===== config.mk =====
export PLATFORM = sky130hd
export DESIGN_NAME = pwm_time_base
export DESIGN_NICKNAME = d
export VERILOG_FILES = /design/src/design/tb_tick_gen.v /design/src/design/pwm_time_base.v
export VERILOG_INCLUDE_DIRS = /design/src /design/src/design
export SDC_FILE = /design/constraint.sdc
export NUM_CORES = 1
export LEC_CHECK = 0
export ABC_AREA = 0
export BUFFER_PORTS_ARGS = -buffer_cell sky130_fd_sc_hd__buf_2
export CORE_MARGIN = 1.5
export CORE_UTILIZATION = 59
export DETAILED_ROUTE_END_ITERATION = 6
export PLACE_DENSITY = 0.8
export SLEW_MARGIN = 10
export SYNTH_ARGS = -nofsm -noshare
export SYNTH_HDL_FRONTEND = slang
export SYNTH_SLANG_ARGS = --single-unit

===== constraint.sdc =====
create_clock -name clk -period 3.02 [get_ports clk]
set_input_delay 0.906 -clock clk [delete_from_list [all_inputs] [get_ports clk]]
set_output_delay 0.906 -clock clk [all_outputs]
set_load 0.1 [all_outputs]

===== src/design/pwm_time_base_map.vh =====
/*
 * Register offsets, field positions, reset values and encodings of the PWM time base.
 * Assumes a plain address/strobe register port with word-wide registers.
 */
`ifndef PWM_TIME_BASE_MAP_VH
`define PWM_TIME_BASE_MAP_VH

// Register offsets (word index on the register port)
`define ADDR_CONTROL        4'h0
`define ADDR_COUNT          4'h1
`define ADDR_PERIOD         4'h2
`define ADDR_IRQ_STATUS     4'h3
`define ADDR_IRQ_MASK       4'h4

// Control register fields
`define CTL_ENABLE_BIT      15
`define CTL_POST_LSB        4
`define CTL_POST_MSB        7
`define CTL_PRE_LSB         2
`define CTL_PRE_MSB         3
`define CTL_MODE_LSB        0
`define CTL_MODE_MSB        1

// Count register: direction flag position
`define CNT_DIR_BIT         15

// Interrupt status / mask bits
`define IRQ_TB_BIT          0
`define IRQ_WIDTH           1

// Mode encodings
`define MODE_FREE           2'h0
`define MODE_SINGLE         2'h1
`define MODE_UPDOWN         2'h2
`define MODE_DOUBLE         2'h3

// Prescale encodings and terminal counts (ratio minus one)
`define PRE_DIV1            2'h0
`define PRE_DIV4            2'h1
`define PRE_DIV16           2'h2
`define PRE_DIV64           2'h3
`define PRE_TC1             6'h00
`define PRE_TC4             6'h03
`define PRE_TC16            6'h0F
`define PRE_TC64            6'h3F

// Instruction clock is the input clock divided by four
`define INSN_DIV_TC         2'h3

// Reset values
`define RST_CONTROL         16'h0000
`define RST_COUNT           15'h0000
`define RST_PERIOD          15'h0000
`define RST_MASK            1'h0

`endif


===== src/design/tb_tick_gen.v =====
/*
 * Tick generator: instruction clock divider followed by the selectable prescaler.
 * Assumes clk is the oscillator clock and clr is a one-cycle clear from register writes.
 */
`include "pwm_time_base_map.vh"
`default_nettype none

module tb_tick_gen (
    input  wire       clk,       // Oscillator clock
    input  wire       rstn,      // Synchronous reset, active low
    input  wire       clr,       // Clear prescale count
    input  wire [1:0] pre_sel,   // Prescale select
    output reg        tick       // One-cycle counting tick
);

    reg  [1:0] insn_reg;
    reg  [5:0] pre_reg;
    wire       insn_tick;
    reg  [5:0] pre_tc;

    // Terminal count of the prescaler from its select
    always @* begin
        case (pre_sel)
            `PRE_DIV1:  pre_tc = `PRE_TC1;
            `PRE_DIV4:  pre_tc = `PRE_TC4;
            `PRE_DIV16: pre_tc = `PRE_TC16;
            default:    pre_tc = `PRE_TC64;
        endcase
    end

    assign insn_tick = (insn_reg == `INSN_DIV_TC);

    // Oscillator/4 then prescale; prescale count cleared by writes, both counts by reset
    always @(posedge clk) begin
        if (!rstn) begin
            insn_reg <= 2'h0;
            pre_reg  <= 6'h00;
            tick     <= 1'b0;
        end else begin
            insn_reg <= insn_reg + 2'h1;
            tick     <= 1'b0;
            if (clr) begin
                pre_reg <= 6'h00;
            end else if (insn_tick) begin
                if (pre_reg >= pre_tc) begin
                    pre_reg <= 6'h00;
                    tick    <= 1'b1;
                end else begin
                    pre_reg <= pre_reg + 6'h01;
                end
            end
        end
    end

endmodule

`default_nettype wire


===== src/design/pwm_time_base.v =====
/*
 * PWM time base: 15-bit up or up/down counter with prescaler, postscaler,
 * double-buffered period and one level interrupt.
 * Assumes a register port with one-cycle strobes and read data one cycle later.
 */
// Design decisions made here: the address-and-strobe port and the placing of the registers.
`include "pwm_time_base_map.vh"
`default_nettype none

module pwm_time_base #(
    parameter CNT_W = 15  // Counter width
) (
    input  wire        clk,        // Oscillator clock, 50 MHz
    input  wire        rstn,       // Synchronous reset, active low
    input  wire [3:0]  addr,       // Register word address
    input  wire [15:0] wdata,      // Write data
    input  wire        wr,         // Write strobe
    input  wire        rd,         // Read strobe
    output reg  [15:0] rdata,      // Read data, cycle after rd
    output reg         irq,        // Level interrupt
    output reg  [14:0] count_out,  // Counter value to comparators
    output reg         dir_out     // Count direction, 1 while down
);

    reg  [15:0]      control_reg;
    reg  [CNT_W-1:0] count_reg;
    reg              down_reg;
    reg  [CNT_W-1:0] period_buf_reg;
    reg  [CNT_W-1:0] period_reg;
    reg  [3:0]       post_reg;
    reg              status_reg;
    reg              mask_reg;

    wire             enable;
    wire [1:0]       mode;
    wire [1:0]       pre_sel;
    wire [3:0]       post_sel;
    wire             tick;
    wire             wr_ctl;
    wire             wr_cnt;
    wire             scale_clr;
    wire             match;
    wire             at_zero;
    wire             period_zero;
    wire             run;
    wire             updown;

    reg              raw_post_ev;
    reg              raw_direct_ev;
    reg              event_now;
    reg  [3:0]       post_next;

    // Compare of count against a period value
    function cnt_match;
        input [CNT_W-1:0] a;
        input [CNT_W-1:0] b;
        begin
            cnt_match = (a == b);
        end
    endfunction

    assign enable      = control_reg[`CTL_ENABLE_BIT];
    assign mode        = control_reg[`CTL_MODE_MSB:`CTL_MODE_LSB];
    assign pre_sel     = control_reg[`CTL_PRE_MSB:`CTL_PRE_LSB];
    assign post_sel    = control_reg[`CTL_POST_MSB:`CTL_POST_LSB];
    assign wr_ctl      = wr && (addr == `ADDR_CONTROL);
    assign wr_cnt      = wr && (addr == `ADDR_COUNT);
    assign scale_clr   = wr_ctl || wr_cnt;
    assign match       = cnt_match(count_reg, period_reg);
    assign at_zero     = cnt_match(count_reg, {CNT_W{1'b0}});
    assign period_zero = cnt_match(period_reg, {CNT_W{1'b0}});
    assign run         = enable && tick && !period_zero;
    assign updown      = mode[1];

    // Prescaled counting tick
    tb_tick_gen u_tick (
        .clk     (clk),
        .rstn    (rstn),
        .clr     (scale_clr),
        .pre_sel (pre_sel),
        .tick    (tick)
    );

    // Classify this tick's events by mode
    always @* begin
        raw_post_ev   = 1'b0;
        raw_direct_ev = 1'b0;
        if (run) begin
            case (mode)
                `MODE_FREE: begin
                    raw_post_ev = match;
                end
                `MODE_SINGLE: begin
                    raw_direct_ev = match;
                end
                `MODE_UPDOWN: begin
                    raw_post_ev = down_reg && at_zero;
                end
                default: begin
                    raw_direct_ev = (match && !down_reg) || (at_zero && down_reg);
                end
            endcase
        end
    end

    // Postscaler thins qualifying events
    always @* begin
        post_next = post_reg;
        event_now = raw_direct_ev;
        if (raw_post_ev) begin
            if (post_reg >= post_sel) begin
                post_next = 4'h0;
                event_now = 1'b1;
            end else begin
                post_next = post_reg + 4'h1;
            end
        end
    end

    // Postscale counter
    always @(posedge clk) begin
        if (!rstn) begin
            post_reg <= 4'h0;
        end else if (scale_clr) begin
            post_reg <= 4'h0;
        end else begin
            post_reg <= post_next;
        end
    end

    // Control register; single shot clears enable in hardware
    always @(posedge clk) begin
        if (!rstn) begin
            control_reg <= `RST_CONTROL;
        end else if (wr_ctl) begin
            control_reg <= wdata;
        end else if (run && match && (mode == `MODE_SINGLE)) begin
            control_reg[`CTL_ENABLE_BIT] <= 1'b0;
        end
    end

    // Counter and direction
    always @(posedge clk) begin
        if (!rstn) begin
            count_reg <= `RST_COUNT;
            down_reg  <= 1'b0;
        end else if (wr_cnt) begin
            count_reg <= wdata[CNT_W-1:0];
        end else if (run) begin
            if (!updown) begin
                down_reg <= 1'b0;
                if (match) begin
                    count_reg <= {CNT_W{1'b0}};
                end else begin
                    count_reg <= count_reg + {{(CNT_W-1){1'b0}}, 1'b1};
                end
            end else if (down_reg) begin
                if (at_zero) begin
                    down_reg  <= 1'b0;
                    count_reg <= count_reg + {{(CNT_W-1){1'b0}}, 1'b1};
                end else begin
                    count_reg <= count_reg - {{(CNT_W-1){1'b0}}, 1'b1};
                end
            end else if (match) begin
                down_reg  <= 1'b1;
                count_reg <= count_reg - {{(CNT_W-1){1'b0}}, 1'b1};
            end else begin
                count_reg <= count_reg + {{(CNT_W-1){1'b0}}, 1'b1};
            end
        end
    end

    // Period buffer and active period
    always @(posedge clk) begin
        if (!rstn) begin
            period_buf_reg <= `RST_PERIOD;
            period_reg     <= `RST_PERIOD;
        end else begin
            if (wr && (addr == `ADDR_PERIOD)) begin
                period_buf_reg <= wdata[CNT_W-1:0];
            end
            if (!enable) begin
                period_reg <= period_buf_reg;
            end else if (!period_zero) begin
                if (!updown && run && match) begin
                    period_reg <= period_buf_reg;
                end else if (updown && at_zero) begin
                    period_reg <= period_buf_reg;
                end
            end
        end
    end

    // Sticky status, write one to clear; set wins
    always @(posedge clk) begin
        if (!rstn) begin
            status_reg <= 1'b0;
            mask_reg   <= `RST_MASK;
        end else begin
            if (event_now) begin
                status_reg <= 1'b1;
            end else if (wr && (addr == `ADDR_IRQ_STATUS) && wdata[`IRQ_TB_BIT]) begin
                status_reg <= 1'b0;
            end
            if (wr && (addr == `ADDR_IRQ_MASK)) begin
                mask_reg <= wdata[`IRQ_TB_BIT];
            end
        end
    end

    // Registered outputs and read data
    always @(posedge clk) begin
        if (!rstn) begin
            rdata     <= 16'h0000;
            irq       <= 1'b0;
            count_out <= 15'h0000;
            dir_out   <= 1'b0;
        end else begin
            irq       <= status_reg && mask_reg;
            count_out <= count_reg;
            dir_out   <= down_reg;
            rdata     <= 16'h0000;
            if (rd) begin
                case (addr)
                    `ADDR_CONTROL:    rdata <= control_reg;
                    `ADDR_COUNT:      rdata <= {down_reg, count_reg};
                    `ADDR_PERIOD:     rdata <= {1'b0, period_buf_reg};
                    `ADDR_IRQ_STATUS: rdata <= {15'h0000, status_reg};
                    `ADDR_IRQ_MASK:   rdata <= {15'h0000, mask_reg};
                    default:          rdata <= 16'h0000;
                endcase
            end
        end
    end

endmodule

`default_nettype wire


==> results of run 1 <==
## cells in the mapped netlist, types with 12 or more instances
| library cell | number |
|---|---|
| a21boi_0 | 25 |
| a21oi_1 | 31 |
| a22oi_1 | 18 |
| and2_1 | 21 |
| clkbuf_1 | 34 |
| dfxtp_1 | 110 |
| ha_1 | 14 |
| inv_1 | 17 |
| mux2i_1 | 14 |
| nand2_1 | 135 |
| nand3_1 | 24 |
| nor2_1 | 36 |
| nor3_1 | 12 |
| o21ai_0 | 19 |
| xor2_1 | 25 |
## metrics by stage
stage	hold WS, ns	setup WS (ns)
finish	0.431	0.551
global placement	0.408	0.404
floorplan	0.398	0.567
detailed placement	0.414	0.331
CTS	0.431	0.612
global route	0.457	0.401
## power groups by stage
stage / logic [uW] / clock network, uW / registers, uW
after floorplan: 533 / 0 / 1690
after global placement: 738 / 0 / 1630
after CTS: 760 / 853 / 1600
after detailed placement: 756 / 0 / 1630
final: 771 / 843 / 1600
after global routing: 838 / 901 / 1610
## cell type report
type / count / area [um2]
fill: 776 / 3130
multi-input combinational: 493 / 3080
sequential: 110 / 2200
timing repair buffer: 73 / 408
tap: 111 / 139
clock buffer: 9 / 124
inverter: 17 / 63.8
clock inverter: 6 / 51.3
## kinds of logic after synthesis
| family | synth area share, % |
|---|---|
| adder cells (fa/ha/maj) | 3.13 |
| multiplexers | 2.71 |
| AND/OR/NAND/NOR | 25.6 |
| buffers and inverters | 5.66 |
| XOR/XNOR | 5.01 |
| AO/OA/AOI/OAI | 18.4 |
| flip-flops | 39.4 |
## worst max path at each step
stage / from / endpoint / slack, ns
global route: count_reg[10]$_SDFFE_PN0P_ / count_reg[4]$_SDFFE_PN0P_ / 0.40
finish: count_reg[6]$_SDFFE_PN0P_ / count_reg[6]$_SDFFE_PN0P_ / 0.55
floorplan: addr[1] / count_reg[6]$_SDFFE_PN0P_ / 0.57
global placement: addr[1] / count_reg[6]$_SDFFE_PN0P_ / 0.40
detailed placement: addr[2] / count_reg[6]$_SDFFE_PN0P_ / 0.33
CTS: count_reg[10]$_SDFFE_PN0P_ / count_reg[6]$_SDFFE_PN0P_ / 0.61
## per-layer routing
metal  wire length (um)  up-vias  GRT usage (%)
met5                  0        -              0
met4                294        0           9.97
met3               1390       40           6.62
met2               6810      284           49.4
met1               6000     2396           38.8
li1                   -     2390              -
## critical path: stages (launching register included)
cell      delay, ns
dfxtp_1        0.60
xor2_1         0.17
nor4_4         0.37
nand4_2        0.27
o211a_1        0.50
a221oi_1       0.36
o21ai_1        0.10
==> run_results.csv, run 1 <==
group,metric,value,unit
grt,grt_overflow,0,
clock_network,post-cts-setup-buffers,0,
power,cellLeakagePower,0.00239,uW
synth,synth.distinct_cells,61,
grt,grt_usage,29.9,%
power,power,3210,uW
power,vdd_ir_drop_max,300,uV
timing,skew,0.0127,ns
power,power.internal,2090,uW
synth,ys_ff_latch,110,
floorplanning,coreArea,9200,um2
synth,async_reset_ff_share,0,%
critical_path,end_kind,"flip-flop",
synth,yosysSeqAreaShare,39.4,%
outcome,outcome,"complete, no violations",
clock_network,numCtsBuffers,9,
placed_design,gp_congestion,1.01,
power,p_switching,1120,uW
routing,ant_nets,0,
timing,relSlewSlack,49.5,%
hold_path,holdPathStages,1,
grt,grt_pass1_vias,4808,
critical_path,ff2ff_path_depth,6,
placed_design,dp_hpwl,10300,um
critical_path,r2r_slack,0.55,ns
grt,grt_antenna_before_repair,0,
final_layout,stdcell_area,6060,um2
clock_network,cts_tree,"built",
synth,ys_warn_count,0,
synth,synth_cells,672,
critical_path,path_max_fanout,11,
power,p_comb_share,24.0,%
final_layout,final_cell_mix,"135 x nand2_1, 110 x dfxtp_1, 56 x buf_2, 36 x nor2_1, 31 x a21oi_1",
flow_run,maxCapViolations,0,
grt,grt_max_degree,68,
clock_network,cts_root_buffer,"clkbuf_8",
floorplanning,rows,35,
critical_path,cp-start-kind,"flip-flop",
power,pwr-share-seq,49.8,%
placed_design,post_dp_cell_area,5890,um2
final_layout,layout.nets,742,
timing,fin_crit_sh,81.8,%
clock_network,cts.sinks,110,
critical_path,regToRegStartpoint,"count_reg[6]$_SDFFE_PN0P_",
final_layout,drive_gt1_share,15.5,%
power,power.density,530,nW/um2
routing,firstDrtPassIters,5,
placed_design,io_buffers,56,
timing,worst_slew_pin_slew,0.758,ns
floorplanning,dieWidth,100,um
final_layout,stdcell_count,819,
synth,synthesis.area,5590,um2
floorplanning,ios,57,
routing,via_per_inst,6.24,
synth,synthTopCellsByArea,"dfxtp_1 39%, nand2_1 9.1%, xor2_1 3.9%",
synth,synth.top_cell.area_share,39.4,%
timing,hold_viol,0,
placed_design,dpl.cell_count,804,
critical_path,r2r_end,"count_reg[6]$_SDFFE_PN0P_",
final_layout,final_common_cell,"nand2_1",
clock_network,ctsResizeCount,0,
timing,finalCriticalPeriod,2.47,ns
routing,wire_per_inst,17.7,um
final_layout,syn_to_final_growth,8.51,%
critical_path,cp.arrival,2.73,ns
critical_path,cp.required,3.28,ns
floorplanning,dieArea,10100,um2
routing,routed_wl,14500,um
synth,syn-num-nets,710,
synth,synth_edf_count,0,
critical_path,crit_type,"flip-flop to flip-flop",
timing,setup_tns,0,ns
routing,drc,0,
power,p_clk_share,26.2,%
final_layout,fin_util,65.9,%
clock_network,htreeDepth,3,
hold_path,min_from,"u_tick.insn_reg[0]$_SDFF_PN0_",
timing,fmax,405,MHz
clock_network,ctsHoldBuffers,0,
clock_network,clkTransAtPathRegs,0.11,ns
timing,setup_violations,0,
grt,grt_pass1_wl,23700,um
routing,vias,5110,
synth,synth_top_cell_by_area,"dfxtp_1",
floorplanning,die_h,100,um
floorplanning,start_util,60.8,%
synth,synthFlopType,"dfxtp_1",
clock_network,clk_latency,0.38,ns
routing,drtIter0Drc,443,
timing,rsz0062_at_grt,"no",
hold_path,whs_endpoint,"u_tick.insn_reg[0]$_SDFF_PN0_",
power,switching_share,34.9,%
clock_network,cts_buffer_depth,2,
final_layout,num_antenna_cells,0,
synth,avgSynthCellArea,8.32,um2
hold_path,min_path_type,"flip-flop to flip-flop",
timing,slew_violations,0,
(Power assumes the default switching activity.)
==> inputs of run 2 (changes only) <==
--- a/config.mk
+++ b/config.mk
@@ -9,9 +9,9 @@
 export ABC_AREA = 0
 export BUFFER_PORTS_ARGS = -buffer_cell sky130_fd_sc_hd__buf_2
 export CORE_MARGIN = 1.5
-export CORE_UTILIZATION = 59
+export CORE_UTILIZATION = 53
 export DETAILED_ROUTE_END_ITERATION = 6
-export PLACE_DENSITY = 0.8
+export PLACE_DENSITY = 0.76
 export SLEW_MARGIN = 10
 export SYNTH_ARGS = -nofsm -noshare
 export SYNTH_HDL_FRONTEND = slang
==> constraint.sdc (replaced) <==
create_clock -name clk -period 2.2 [get_ports clk]
set_input_delay 0.66 -clock clk [delete_from_list [all_inputs] [get_ports clk]]
set_output_delay 0.66 -clock clk [all_outputs]
set_load 0.1 [all_outputs]
==> run 2 against run 1 <==
Combinational power grew 65%. Die area increased by 11%. Sequential share of layout area decreased by 2.4 points. Register-to-register slack got worse by 0.48 ns. Setup slack worse by 0.48 ns. Count of clock-buffer cells in the layout up 1. Hold slack hardly changed. Total power is 41% higher. Non-clock buffer count grew 45. Largest power group unchanged.
==> run_results.csv, run 2 (synthesis results as in run 1) <==
group,metric,value,unit
outcome,outcome,"complete, no violations",
final_layout,num_antenna_cells,0,
hold_path,min_path_type,"flip-flop to flip-flop",
final_layout,syn_to_final_growth,16.3,%
power,pwr-share-seq,47.3,%
floorplanning,die_h,106,um
timing,relSlewSlack,52.6,%
grt,grt_pass1_vias,4925,
clock_network,post-cts-setup-buffers,0,
clock_network,clkTransAtPathRegs,0.10,ns
floorplanning,dieArea,11200,um2
power,p_clk_share,24.7,%
final_layout,layout.nets,787,
critical_path,crit_type,"flip-flop to flip-flop",
final_layout,final_cell_mix,"135 x nand2_1, 108 x dfxtp_1, 59 x buf_4, 56 x buf_2, 36 x nor2_1",
critical_path,end_kind,"flip-flop",
placed_design,post_dp_cell_area,6300,um2
critical_path,cp.arrival,2.43,ns
power,switching_share,33.8,%
final_layout,final_common_cell,"nand2_1",
clock_network,cts_root_buffer,"clkbuf_8",
power,p_comb_share,28.0,%
timing,hold_viol,0,
placed_design,dp_slack,0.0364,ns
floorplanning,dieWidth,106,um
grt,grt_pass1_wl,24500,um
clock_network,numCtsBuffers,9,
power,power.density,698,nW/um2
final_layout,drive_gt1_share,21.5,%
routing,via_per_inst,5.81,
grt,grt_max_degree,68,
routing,drtIter0Drc,412,
routing,drc,0,
timing,finalCriticalPeriod,2.13,ns
critical_path,path_max_fanout,5,
grt,grt_overflow,0,
routing,firstDrtPassIters,5,
clock_network,cts.sinks,110,
routing,routed_wl,15000,um
clock_network,ctsHoldBuffers,0,
timing,rsz0062_at_grt,"no",
placed_design,dp_hpwl,11100,um
timing,fin_crit_sh,97.0,%
clock_network,cts_buffer_depth,2,
power,power.internal,3010,uW
power,p_switching,1530,uW
floorplanning,start_util,54.4,%
floorplanning,rows,37,
clock_network,clk_latency,0.40,ns
clock_network,htreeDepth,3,
timing,whs,0.432,ns
floorplanning,coreArea,10300,um2
critical_path,cp.required,2.49,ns
power,cellLeakagePower,0.00263,uW
flow_run,maxCapViolations,0,
clock_network,cts_tree,"built",
final_layout,stdcell_area,6500,um2
timing,setup_violations,0,
timing,layout_setup_ws,0.0667,ns
timing,setup_tns,0,ns
critical_path,cp-start-kind,"flip-flop",
timing,skew,0.0158,ns
power,power,4540,uW
placed_design,gp_congestion,0.965,
routing,ant_nets,0,
grt,grt_antenna_before_repair,0,
timing,fmax,469,MHz
power,vdd_ir_drop_max,661,uV
grt,grt_usage,27.8,%
timing,worst_slew_pin_slew,0.710,ns
timing,slew_violations,0,
placed_design,io_buffers,56,
critical_path,r2r_slack,0.07,ns
floorplanning,ios,57,
routing,vias,5167,
routing,wire_per_inst,16.9,um
-- run 2: changes by cell type in the layout (fill, tap and decap cells not counted), moves of 2 or more --
cell     before  now
buf_4        17   59
nor3_1       12    9
buf_12        0    3
dfxtp_2       0    2
dfxtp_1     110  108
nor3_2        0    3
-- run 2: layer usage --
layer	global-route usage [%]	vias up	part of all wire, %
met5	0	-	0
met4	10.3	0	2.8
met3	6.25	34	7.6
met2	43.6	214	46
met1	37.5	2444	43
li1	-	2475	-
-- run 2: critical path, stage by stage, from the launching register on --
cell and delay (ns):
dfxtp_1 0.46, xor2_1 0.14, nor4_4 0.37, nand4_2 0.17, buf_4 0.19, o21ai_1 0.19
buf_4 0.18, a22oi_1 0.08, a22o_1 0.25
-- run 2: power by group through the flow --
stage | registers [uW] | logic (uW) | clock network [uW]
6_report | 2140 | 1270 | 1120
3_3_place_gp | 2190 | 1220 | 0
5_1_grt | 2150 | 1370 | 1220
2_1_floorplan | 2310 | 732 | 0
4_1_cts | 2140 | 1250 | 1150
3_5_place_dp | 2180 | 1240 | 0
-- run 2: final timing paths --
check | from | end | depth (start not counted)
setup reg to reg | count_reg[12]$_SDFFE_PN0P_ | count_reg[10]$_SDFFE_PN0P_ | 8
hold reg to reg | u_tick.insn_reg[0]$_SDFF_PN0_ | u_tick.insn_reg[0]$_SDFF_PN0_ | 1
hold / removal | u_tick.insn_reg[0]$_SDFF_PN0_ | u_tick.insn_reg[0]$_SDFF_PN0_ | 1
setup / recovery | count_reg[12]$_SDFFE_PN0P_ | count_reg[10]$_SDFFE_PN0P_ | 8
-- run 2: per-stage QoR --
stage          std cells  util (%)
2_1_floorplan        672         -
3_3_place_gp         874      61.3
3_5_place_dp         874      61.3
4_1_cts              889      63.0
5_1_grt              889      63.2
6_report             889      63.2
-- run 2: layout make-up --
cell class,instances,area [um2]
inverters,17,63.8
flip-flops and latches,110,2200
clock buffers,10,128
repair buffers,118,783
clock inverters,5,42.5
well taps,136,170
multi-input cells,493,3110
fillers,875,3780
-- run 2: what timing repair did --
item                                    CTS  global route
resized for setup                         0             8
hold endpoints to repair                  0             0
endpoints found under the setup margin    0            17
